<file path="config.mk">
export PLATFORM = sky130hd
export DESIGN_NAME = lptm_regs
export DESIGN_NICKNAME = d
export VERILOG_FILES = /design/src/design/lptm_pkg.sv /design/src/design/lptm_ifs.sv /design/src/design/lptm_entry_timer.sv /design/src/design/lptm_msi_gen.sv /design/src/design/lptm_regs.sv
export SDC_FILE = /design/constraint.sdc
export NUM_CORES = 1
export LEC_CHECK = 0
export BUFFER_PORTS_ARGS = -buffer_cell sky130_fd_sc_hd__buf_2
export CORE_MARGIN = 4
export CORE_UTILIZATION = 34
export DETAILED_ROUTE_END_ITERATION = 12
export GPL_ROUTABILITY_DRIVEN = 0
export HOLD_SLACK_MARGIN = 0.12
export PLACE_DENSITY = 0.61
export SETUP_SLACK_MARGIN = 0.1
export SLEW_MARGIN = 20
export SYNTH_ARGS = -nofsm -noshare
export SYNTH_HDL_FRONTEND = slang
export SYNTH_SLANG_ARGS = --single-unit
</file>
<file path="constraint.sdc">
create_clock -name core_clk -period 2.6 [get_ports core_clk]
set_clock_uncertainty 0.05 [all_clocks]
set_input_delay 0.26 -clock core_clk [delete_from_list [all_inputs] [get_ports core_clk]]
set_output_delay 0.26 -clock core_clk [all_outputs]
set_load 0.01 [all_outputs]
</file>
<file path="src/design/lptm_pkg.sv">
/*
 * Constants for the link power timer and interrupt message register slice:
 * register offsets, field positions, reset values and timing figures.
 * Assumes a single core clock of 100 ns period.
 */
package lptm_pkg;

    // -------------------------------------------------------------------
    // Register offsets (byte addresses)
    // -------------------------------------------------------------------
    localparam int ADDR_W = 8;
    localparam logic [7:0] OFF_POWER_TIMERS = 8'h78;
    localparam logic [7:0] OFF_MSI_CAP_CTL = 8'h7c;
    localparam logic [7:0] OFF_MSI_LOWER = 8'h80;
    localparam logic [7:0] OFF_MSI_UPPER = 8'h84;
    localparam logic [7:0] OFF_MSI_DATA = 8'h88;

    // -------------------------------------------------------------------
    // Field layout
    // -------------------------------------------------------------------
    localparam int L1_DELAY_LSB = 0;
    localparam int L1_DELAY_W = 16;
    localparam int L0S_DELAY_LSB = 16;
    localparam int L0S_DELAY_W = 12;
    localparam int LAYOUT_SEL_BIT = 31;
    localparam int CAP_ID_LSB = 0;
    localparam int NEXT_PTR_LSB = 8;
    localparam int MSI_EN_BIT = 16;
    localparam int MSG_CAPABLE_LSB = 17;
    localparam int MSG_ENABLED_LSB = 20;
    localparam int WIDE_ADDR_BIT = 23;
    localparam int LOWER_ADDR_LSB = 2;
    localparam int MSG_DATA_W = 16;

    // -------------------------------------------------------------------
    // Reset and fixed values
    // -------------------------------------------------------------------
    localparam logic [15:0] L1_DELAY_RST = 16'h03e8;
    localparam logic [11:0] L0S_DELAY_RST = 12'h6d6;
    localparam logic LAYOUT_SEL_RST = 1'b0;
    localparam logic [7:0] CAP_ID_MSI = 8'h05;
    localparam logic [7:0] NEXT_PTR_LAST = 8'h00;
    localparam logic [2:0] MSG_COUNT_ONE = 3'h0;
    localparam logic WIDE_ADDR_YES = 1'b1;

    // -------------------------------------------------------------------
    // Timing
    // -------------------------------------------------------------------
    localparam int CLK_PERIOD_NS = 100;
    localparam int L1_UNIT_NS = 1000;
    localparam int L0S_UNIT_NS = 4;
    // Core cycles per L1 unit, rounded down, at least one
    localparam int L1_TICK_CYCLES = (L1_UNIT_NS / CLK_PERIOD_NS) < 1 ? 1 :
                                    (L1_UNIT_NS / CLK_PERIOD_NS);
    // L0s units that elapse in one core cycle
    localparam int L0S_UNITS_PER_CYCLE =
        (CLK_PERIOD_NS / L0S_UNIT_NS) < 1 ? 1 : (CLK_PERIOD_NS / L0S_UNIT_NS);

endpackage : lptm_pkg

</file>
<file path="src/design/lptm_ifs.sv">
/*
 * Interfaces between the register slice and its two helpers:
 * an entry timer channel and the interrupt message composer.
 * Assumes all parties run on the same core clock.
 */
`timescale 1ns/1ps

interface lptm_timer_if #(parameter int W = 16);
    logic [W-1:0] limit;
    logic cond;
    logic enter;

    modport ctl (output limit, output cond, input enter);
    modport tmr (input limit, input cond, output enter);
endinterface : lptm_timer_if

interface lptm_msi_if;
    logic enable;
    logic req;
    logic [31:0] upper;
    logic [31:0] lower;
    logic [15:0] data;
    logic valid;
    logic wide;
    logic [63:0] addr;
    logic [31:0] wdata;

    modport ctl (output enable, output req, output upper, output lower,
                 output data, input valid, input wide, input addr,
                 input wdata);
    modport gen (input enable, input req, input upper, input lower,
                 input data, output valid, output wide, output addr,
                 output wdata);
endinterface : lptm_msi_if

</file>
<file path="src/design/lptm_entry_timer.sv">
/*
 * Power-state entry delay timer.  Accumulates elapsed time units while the
 * entry condition holds and flags entry once the programmed delay is met.
 * Assumes a synchronous active-low reset and a core-clock condition input.
 */
`timescale 1ns/1ps

module lptm_entry_timer #(
    parameter int W = 16,
    parameter int TICK_CYCLES = 1,
    parameter int STEP = 1
) (
    input wire logic core_clk,
    input wire logic rst_b,
    lptm_timer_if.tmr tif
);
    import lptm_pkg::*;

    localparam int ACC_W = W + 8;
    localparam int PRE_W = $clog2(TICK_CYCLES + 1);
    localparam logic [PRE_W-1:0] PRE_LAST = PRE_W'(TICK_CYCLES - 1);
    localparam logic [ACC_W-1:0] ACC_STEP = ACC_W'(STEP);

    logic [PRE_W-1:0] pre_r;
    logic [ACC_W-1:0] acc_r;
    logic enter_r;
    logic tick;
    logic reached;

    assign tick = (pre_r == PRE_LAST);
    assign reached = (acc_r >= {{(ACC_W-W){1'b0}}, tif.limit});

    // Unit prescaler, realigned whenever the condition drops
    always_ff @(posedge core_clk) begin
        if (!rst_b || !tif.cond || tick) begin
            pre_r <= '0;
        end else begin
            pre_r <= pre_r + PRE_W'(1);
        end
    end

    // Elapsed units; any break in the condition restarts the count
    always_ff @(posedge core_clk) begin
        if (!rst_b || !tif.cond) begin
            acc_r <= '0;
        end else if (!reached && tick) begin
            acc_r <= acc_r + ACC_STEP;
        end
    end

    always_ff @(posedge core_clk) begin
        if (!rst_b) begin
            enter_r <= 1'b0;
        end else begin
            enter_r <= tif.cond && reached;
        end
    end

    assign tif.enter = enter_r;

endmodule : lptm_entry_timer

</file>
<file path="src/design/lptm_msi_gen.sv">
/*
 * Interrupt message composer.  On a request while messages are enabled it
 * presents one memory write: address, width choice and data, for a cycle.
 * Assumes request is a one-cycle pulse on the core clock.
 */
`timescale 1ns/1ps

module lptm_msi_gen (
    input wire logic core_clk,
    input wire logic rst_b,
    lptm_msi_if.gen mif
);
    import lptm_pkg::*;

    logic valid_r;
    logic wide_r;
    logic [63:0] addr_r;
    logic [31:0] wdata_r;
    logic upper_used;

    assign upper_used = (mif.upper != 32'h0000_0000);

    always_ff @(posedge core_clk) begin
        if (!rst_b) begin
            valid_r <= 1'b0;
        end else begin
            valid_r <= mif.req && mif.enable;
        end
    end

    always_ff @(posedge core_clk) begin
        if (!rst_b) begin
            wide_r <= 1'b0;
            addr_r <= '0;
            wdata_r <= '0;
        end else if (mif.req && mif.enable) begin
            wide_r <= upper_used;
            addr_r <= upper_used ? {mif.upper, mif.lower}
                                 : {32'h0000_0000, mif.lower};
            wdata_r <= {16'h0000, mif.data};
        end
    end

    assign mif.valid = valid_r;
    assign mif.wide = wide_r;
    assign mif.addr = addr_r;
    assign mif.wdata = wdata_r;

endmodule : lptm_msi_gen

</file>
<file path="src/design/lptm_regs.sv">
/*
 * Per-port register slice: link power-state entry timers with a layout
 * selector, and the interrupt message capability with its address and
 * data registers.  Drives two entry timers and the message composer.
 * Assumes a plain register port: one-cycle write and read strobes, never
 * together, read data one cycle after the read strobe.
 */
// Summary of operation
// - L1 delay is 16-bit RW, reset 0x3E8; enter L1 after conditions hold.
// - L1 delay counts one-microsecond units; reset gives one millisecond.
// - L1 delay applies on upstream ports only; downstream ignores it.
// - L0s delay is 12-bit RW, reset 0x6D6; enter L0s after conditions hold.
// - L0s delay counts 4 ns units; reset value gives seven microseconds.
// - Top bit selects register layout, RW, resets to zero.
// - Capability identifier byte reads fixed 0x5.
// - Next capability pointer reads zero: last in list.
// - Message enable bit is RW, reset zero, gates message writes.
// - Capable and enabled message counts read zero: one message.
// - Wide address capable bit reads one.
// - Lower message address RW, reset zero; two low bits read zero.
// - Non-zero upper address selects 64-bit message address, else 32-bit.
// - Message data value forms the low data of each message write.
`timescale 1ns/1ps

module lptm_regs #(
    parameter int L1_W = lptm_pkg::L1_DELAY_W,
    parameter int L0S_W = lptm_pkg::L0S_DELAY_W
) (
    input wire logic core_clk,
    input wire logic rst_b,
    input wire logic [lptm_pkg::ADDR_W-1:0] reg_addr,
    input wire logic [31:0] reg_wdata,
    input wire logic reg_wr,
    input wire logic reg_rd,
    output logic [31:0] reg_rdata,
    input wire logic upstream_port,
    input wire logic l1_conditions_met,
    input wire logic l0s_conditions_met,
    output logic enter_l1,
    output logic enter_l0s,
    input wire logic msi_request,
    output logic msi_write_valid,
    output logic msi_write_wide,
    output logic [63:0] msi_write_addr,
    output logic [31:0] msi_write_data,
    output logic msi_enabled,
    output logic layout_selector
);
    import lptm_pkg::*;

    // -------------------------------------------------------------------
    // Register state
    // -------------------------------------------------------------------
    logic [L1_W-1:0] l1_entry_delay_r;
    logic [L0S_W-1:0] l0s_entry_delay_r;
    logic layout_selector_r;
    logic msi_enable_r;
    logic [31:LOWER_ADDR_LSB] msi_lower_address_r;
    logic [31:0] msi_upper_address_r;
    logic [MSG_DATA_W-1:0] msi_message_data_r;
    logic [31:0] rdata_r;
    logic [31:0] rdata_nxt;

    logic wr_timers;
    logic wr_cap_ctl;
    logic wr_lower;
    logic wr_upper;
    logic wr_data;

    // -------------------------------------------------------------------
    // Write decode
    // -------------------------------------------------------------------
    assign wr_timers = reg_wr && (reg_addr == OFF_POWER_TIMERS);
    assign wr_cap_ctl = reg_wr && (reg_addr == OFF_MSI_CAP_CTL);
    assign wr_lower = reg_wr && (reg_addr == OFF_MSI_LOWER);
    assign wr_upper = reg_wr && (reg_addr == OFF_MSI_UPPER);
    assign wr_data = reg_wr && (reg_addr == OFF_MSI_DATA);

    // -------------------------------------------------------------------
    // Power-state entry timer register
    // -------------------------------------------------------------------
    always_ff @(posedge core_clk) begin
        if (!rst_b) begin
            l1_entry_delay_r <= L1_W'(L1_DELAY_RST);
        end else if (wr_timers) begin
            l1_entry_delay_r <= reg_wdata[L1_DELAY_LSB +: L1_W];
        end
    end

    always_ff @(posedge core_clk) begin
        if (!rst_b) begin
            l0s_entry_delay_r <= L0S_W'(L0S_DELAY_RST);
        end else if (wr_timers) begin
            l0s_entry_delay_r <= reg_wdata[L0S_DELAY_LSB +: L0S_W];
        end
    end

    always_ff @(posedge core_clk) begin
        if (!rst_b) begin
            layout_selector_r <= LAYOUT_SEL_RST;
        end else if (wr_timers) begin
            layout_selector_r <= reg_wdata[LAYOUT_SEL_BIT];
        end
    end

    // -------------------------------------------------------------------
    // Message capability and control
    // -------------------------------------------------------------------
    always_ff @(posedge core_clk) begin
        if (!rst_b) begin
            msi_enable_r <= 1'b0;
        end else if (wr_cap_ctl) begin
            msi_enable_r <= reg_wdata[MSI_EN_BIT];
        end
    end

    // -------------------------------------------------------------------
    // Message address and data
    // -------------------------------------------------------------------
    always_ff @(posedge core_clk) begin
        if (!rst_b) begin
            msi_lower_address_r <= '0;
        end else if (wr_lower) begin
            msi_lower_address_r <= reg_wdata[31:LOWER_ADDR_LSB];
        end
    end

    always_ff @(posedge core_clk) begin
        if (!rst_b) begin
            msi_upper_address_r <= '0;
        end else if (wr_upper) begin
            msi_upper_address_r <= reg_wdata;
        end
    end

    always_ff @(posedge core_clk) begin
        if (!rst_b) begin
            msi_message_data_r <= '0;
        end else if (wr_data) begin
            msi_message_data_r <= reg_wdata[MSG_DATA_W-1:0];
        end
    end

    // -------------------------------------------------------------------
    // Read path
    // -------------------------------------------------------------------
    always_comb begin
        rdata_nxt = 32'h0000_0000;
        unique case (reg_addr)
            OFF_POWER_TIMERS: begin
                // Unused bits stay zero
                rdata_nxt[L1_DELAY_LSB +: L1_W] = l1_entry_delay_r;
                rdata_nxt[L0S_DELAY_LSB +: L0S_W] = l0s_entry_delay_r;
                rdata_nxt[LAYOUT_SEL_BIT] = layout_selector_r;
            end
            OFF_MSI_CAP_CTL: begin
                rdata_nxt[CAP_ID_LSB +: 8] = CAP_ID_MSI;
                rdata_nxt[NEXT_PTR_LSB +: 8] = NEXT_PTR_LAST;
                rdata_nxt[MSI_EN_BIT] = msi_enable_r;
                rdata_nxt[MSG_CAPABLE_LSB +: 3] = MSG_COUNT_ONE;
                rdata_nxt[MSG_ENABLED_LSB +: 3] = MSG_COUNT_ONE;
                rdata_nxt[WIDE_ADDR_BIT] = WIDE_ADDR_YES;
            end
            OFF_MSI_LOWER: begin
                rdata_nxt = {msi_lower_address_r, 2'b00};
            end
            OFF_MSI_UPPER: begin
                rdata_nxt = msi_upper_address_r;
            end
            OFF_MSI_DATA: begin
                rdata_nxt[MSG_DATA_W-1:0] = msi_message_data_r;
            end
            default: begin
                rdata_nxt = 32'h0000_0000;
            end
        endcase
    end

    // Data stands only in the cycle after the read strobe
    always_ff @(posedge core_clk) begin
        if (!rst_b || !reg_rd) begin
            rdata_r <= 32'h0000_0000;
        end else begin
            rdata_r <= rdata_nxt;
        end
    end

    assign reg_rdata = rdata_r;

    // -------------------------------------------------------------------
    // Entry timers
    // -------------------------------------------------------------------
    lptm_timer_if #(.W(L1_W)) l1_tif ();
    lptm_timer_if #(.W(L0S_W)) l0s_tif ();

    assign l1_tif.limit = l1_entry_delay_r;
    // Downstream ports never arm the L1 timer
    assign l1_tif.cond = l1_conditions_met && upstream_port;
    assign l0s_tif.limit = l0s_entry_delay_r;
    assign l0s_tif.cond = l0s_conditions_met;

    lptm_entry_timer #(
        .W(L1_W),
        .TICK_CYCLES(L1_TICK_CYCLES),
        .STEP(1)
    ) u_l1_timer (
        .core_clk(core_clk),
        .rst_b(rst_b),
        .tif(l1_tif)
    );

    lptm_entry_timer #(
        .W(L0S_W),
        .TICK_CYCLES(1),
        .STEP(L0S_UNITS_PER_CYCLE)
    ) u_l0s_timer (
        .core_clk(core_clk),
        .rst_b(rst_b),
        .tif(l0s_tif)
    );

    assign enter_l1 = l1_tif.enter;
    assign enter_l0s = l0s_tif.enter;

    // -------------------------------------------------------------------
    // Message composer
    // -------------------------------------------------------------------
    lptm_msi_if msi_mif ();

    assign msi_mif.enable = msi_enable_r;
    assign msi_mif.req = msi_request;
    assign msi_mif.upper = msi_upper_address_r;
    assign msi_mif.lower = {msi_lower_address_r, 2'b00};
    assign msi_mif.data = msi_message_data_r;

    lptm_msi_gen u_msi_gen (
        .core_clk(core_clk),
        .rst_b(rst_b),
        .mif(msi_mif)
    );

    assign msi_write_valid = msi_mif.valid;
    assign msi_write_wide = msi_mif.wide;
    assign msi_write_addr = msi_mif.addr;
    assign msi_write_data = msi_mif.wdata;

    // -------------------------------------------------------------------
    // Status outputs
    // -------------------------------------------------------------------
    assign msi_enabled = msi_enable_r;
    assign layout_selector = layout_selector_r;

endmodule : lptm_regs

</file>
==> flow_metrics.env <==
export IMPL_drive_gt1_frac=0.188
export IMPL_crit_arrival_ns=2.81
export IMPL_seqPwrFrac=0.450
export IMPL_synth_top_area_share=0.480
export IMPL_rows=66
export IMPL_grtUsageMet1=0.261
export IMPL_grt_overflow_total=0
export IMPL_fin_area_mm2=0.0141
export IMPL_cts_tree="yes"
export IMPL_cp_max_fo=30
export IMPL_cp_start_kind="primary input"
export IMPL_power_switching_w=0.00191
export IMPL_dieArea_mm2=0.0362
export IMPL_die_x_um=190
export IMPL_cts_buffer_depth=3
export IMPL_rsz0062_at_grt="yes"
export IMPL_area_delta_synth_final_pct=25.2
export IMPL_numCtsBuffers=30
export IMPL_clkTransAtPathRegs_ns=0.06
export IMPL_diodes=0
export IMPL_ios=182
export IMPL_syn_area_per_cell_um2=8.67
export IMPL_routed_wl_um=34200
export IMPL_numClockSinks=271
export IMPL_drv_cap=0
export IMPL_yosys_top_cells_count="nand2_1 (319), dfxtp_1 (271), a21boi_0 (99), nor2_1 (70), clkbuf_1 (63)"
export IMPL_drc=0
export IMPL_synth_seq_area_share=0.480
export IMPL_dieHeight_um=190
export IMPL_setup_viol=0
export IMPL_finalPower_w=0.00926
export IMPL_grt_usage=0.181
export IMPL_r2r_cells=8
export IMPL_peakVddDrop_mv=0.443
export IMPL_grt_max_degree=138
export IMPL_ys_ff_latch=271
export IMPL_globalRouteMet2Util=0.273
export IMPL_synth_distinct_cells=59
export IMPL_antenna_found_initial=2
export IMPL_ys_warn_count=0
export IMPL_cts_root_buf="clkbuf_16"
export IMPL_finalNetCount=1571
export IMPL_crit_type="in -> reg"
export IMPL_worstPathRequired_ns=3.04
export IMPL_drt_pass1_iter_count=5
export IMPL_grt_met3_usage=0.0309
export IMPL_fin_crit_sh=0.913
export IMPL_synthFlopType="dfxtp_1"
export IMPL_switching_share=0.206
export IMPL_worst_slew_pin_slew_ns=1.04
export IMPL_drt_iter0_drc=802
export IMPL_clock_latency_ns=0.55
export IMPL_cp_end_kind="register"
export IMPL_first_global_vias=9485
export IMPL_syn_inst=1303
export IMPL_status="completed"
export IMPL_pwr_share_clk=0.519
export IMPL_synth_area_mm2=0.0113
export IMPL_synth_top_cell_by_area="dfxtp_1"
export IMPL_synth_edf_count=0
export IMPL_post_drt_wl_per_cell_um=17.5
export IMPL_whs_path_depth=4
export IMPL_internal_power_w=0.00736
export IMPL_fin_crit_ns=2.37
export IMPL_slew_headroom=0.307
export IMPL_vias=9841
export IMPL_hold_violations=0
export IMPL_viasPerCell=5.04
export IMPL_yosysMostFrequentCell="nand2_1"
export IMPL_synthArstFlopShare=0
export IMPL_ys_top_cells_by_area="dfxtp_1 (48%), nand2_1 (11%), a21boi_0 (6.6%)"
export IMPL_fin_setup_tns_ns=0
export IMPL_detail_route_antenna_nets=0
export IMPL_n_fill_cell=3244
export IMPL_maxSlewViolCount=0
export IMPL_top_usage_layer="met2"
export IMPL_grt_pass1_wl_um=53200
export IMPL_start_util=0.346
export IMPL_power_density_mw_per_mm2=655
export IMPL_final_cells=1954
export IMPL_dp_hpwl_um=24200
export IMPL_fp_coreArea_mm2=0.0327
export IMPL_timing_fmax_ghz=0.421
export IMPL_htree_levels=1
export IMPL_io_buffers=163
export IMPL_dpl_instance_area_mm2=0.0126
export IMPL_leakage_nw=5.52
export IMPL_dp_cells=1861
export IMPL_hold_path_class="in -> reg"
export IMPL_p_comb_frac=0.031
## kinds of logic (layout without fill, tap and decap cells)
logic type                 Yosys count  in the layout  synth area share
buffers and inverters              135            325            0.0547
and+or+nand+nor                    539            539             0.215
AOI/OAI and AO/OA                  304            305             0.196
adders and majority gates           32             32            0.0354
DFF                                271            271             0.480
other                                1             19          0.000332
xor gates and xnor gates             9              9           0.00698
muxes                               12             12            0.0112
## path summary, 6_finish.rpt
check	from	to	slack [ns]
worst min-delay path	reg_wr	msi_enabled	0.16
worst min register to register	u_l1_timer.acc_r[22]	u_l1_timer.acc_r[22]	0.41
worst max register to register	l1_entry_delay_r[5]	u_l1_timer.acc_r[15]	0.23
worst max-delay path	reg_addr[4]	msi_lower_address_r[15]	0.23
## cell type report
cell class / count / area [um2] / share of cell area
clock inverter: 12 / 241 / 0.0171
sequential: 271 / 5430 / 0.384
multi-input combinational: 916 / 5390 / 0.381
tap: 442 / 553 / 0.0391
clock buffer: 41 / 893 / 0.0632
inverter: 32 / 120 / 0.00849
timing repair buffer: 240 / 1520 / 0.107
## layout by cell type (no fill, tap or decap), types with 16 or more instances in the layout
master	instances
dfxtp_1	270
a22oi_1	50
conb_1	19
o211ai_1	16
a21boi_1	42
buf_4	39
a21oi_1	36
nand2_1	317
clkbuf_16	31
a21boi_0	99
inv_1	32
nor2b_1	33
ha_1	32
dlygate4sd3_1	36
buf_2	162
nor2_1	68
## per-stage QoR
step | util | setup slack, ns | hold slack [ns]
floorplan | - | 0.169 | 0.345
global placement | 0.385 | 0.173 | 0.393
detailed placement | 0.385 | 0.128 | 0.396
CTS | 0.430 | 0.106 | 0.139
global route | 0.433 | 0.0563 | 0.171
finish | 0.433 | 0.225 | 0.163
## power groups by stage
stage	Sequential, W	Combinational, W	Clock (W)
2_1_floorplan	0.00426	0.000151	0
3_3_place_gp	0.00426	0.000240	0
3_5_place_dp	0.00426	0.000241	0
4_1_cts	0.00417	0.000284	0.00489
5_1_grt	0.00417	0.000308	0.00506
6_report	0.00417	0.000288	0.00481
## sequential cells by signal, summed over array words and instances (netlist names)
name	count
msi_mif.upper	32
u_msi_gen.mif.valid	1
u_l1_timer.pre_r	4
u_msi_gen.mif.addr	62
layout_selector	1
u_l0s_timer.pre_r	1
reg_rdata	32
u_l0s_timer.acc_r	20
u_l1_timer.acc_r	24
u_l1_timer.tif.enter	1
u_l0s_timer.tif.enter	1
u_msi_gen.mif.wide	1
u_msi_gen.mif.wdata	16
msi_lower_address_r	30
l0s_entry_delay_r	12
msi_message_data_r	16
msi_enabled	1
l1_entry_delay_r	16
## timing repair
item / 4_1_cts / 5_1_grt
hold endpoints to repair: 129 / 0
hold buffers: 36 / 0
buffers inserted: 0 / 3
endpoints found under the setup margin: 0 / 20
gates resized for setup: 0 / 11
## per-layer routing
metal / vias up / routed length, um
met1: 4628 / 16100
met4: 4 / 1070
met2: 315 / 14800
met3: 71 / 2260
li1: 4823 / -
met5: - / 20
## worst max-delay path, cell delays in order
cell           delay (ns)
buf_2                0.11
or4b_4               0.58
or4_1                0.52
nor2_4               0.17
and2_4               0.41
nand2_1              0.09
a21boi_1             0.12
dlygate4sd3_1        0.55
(Power assumes the default switching activity.)
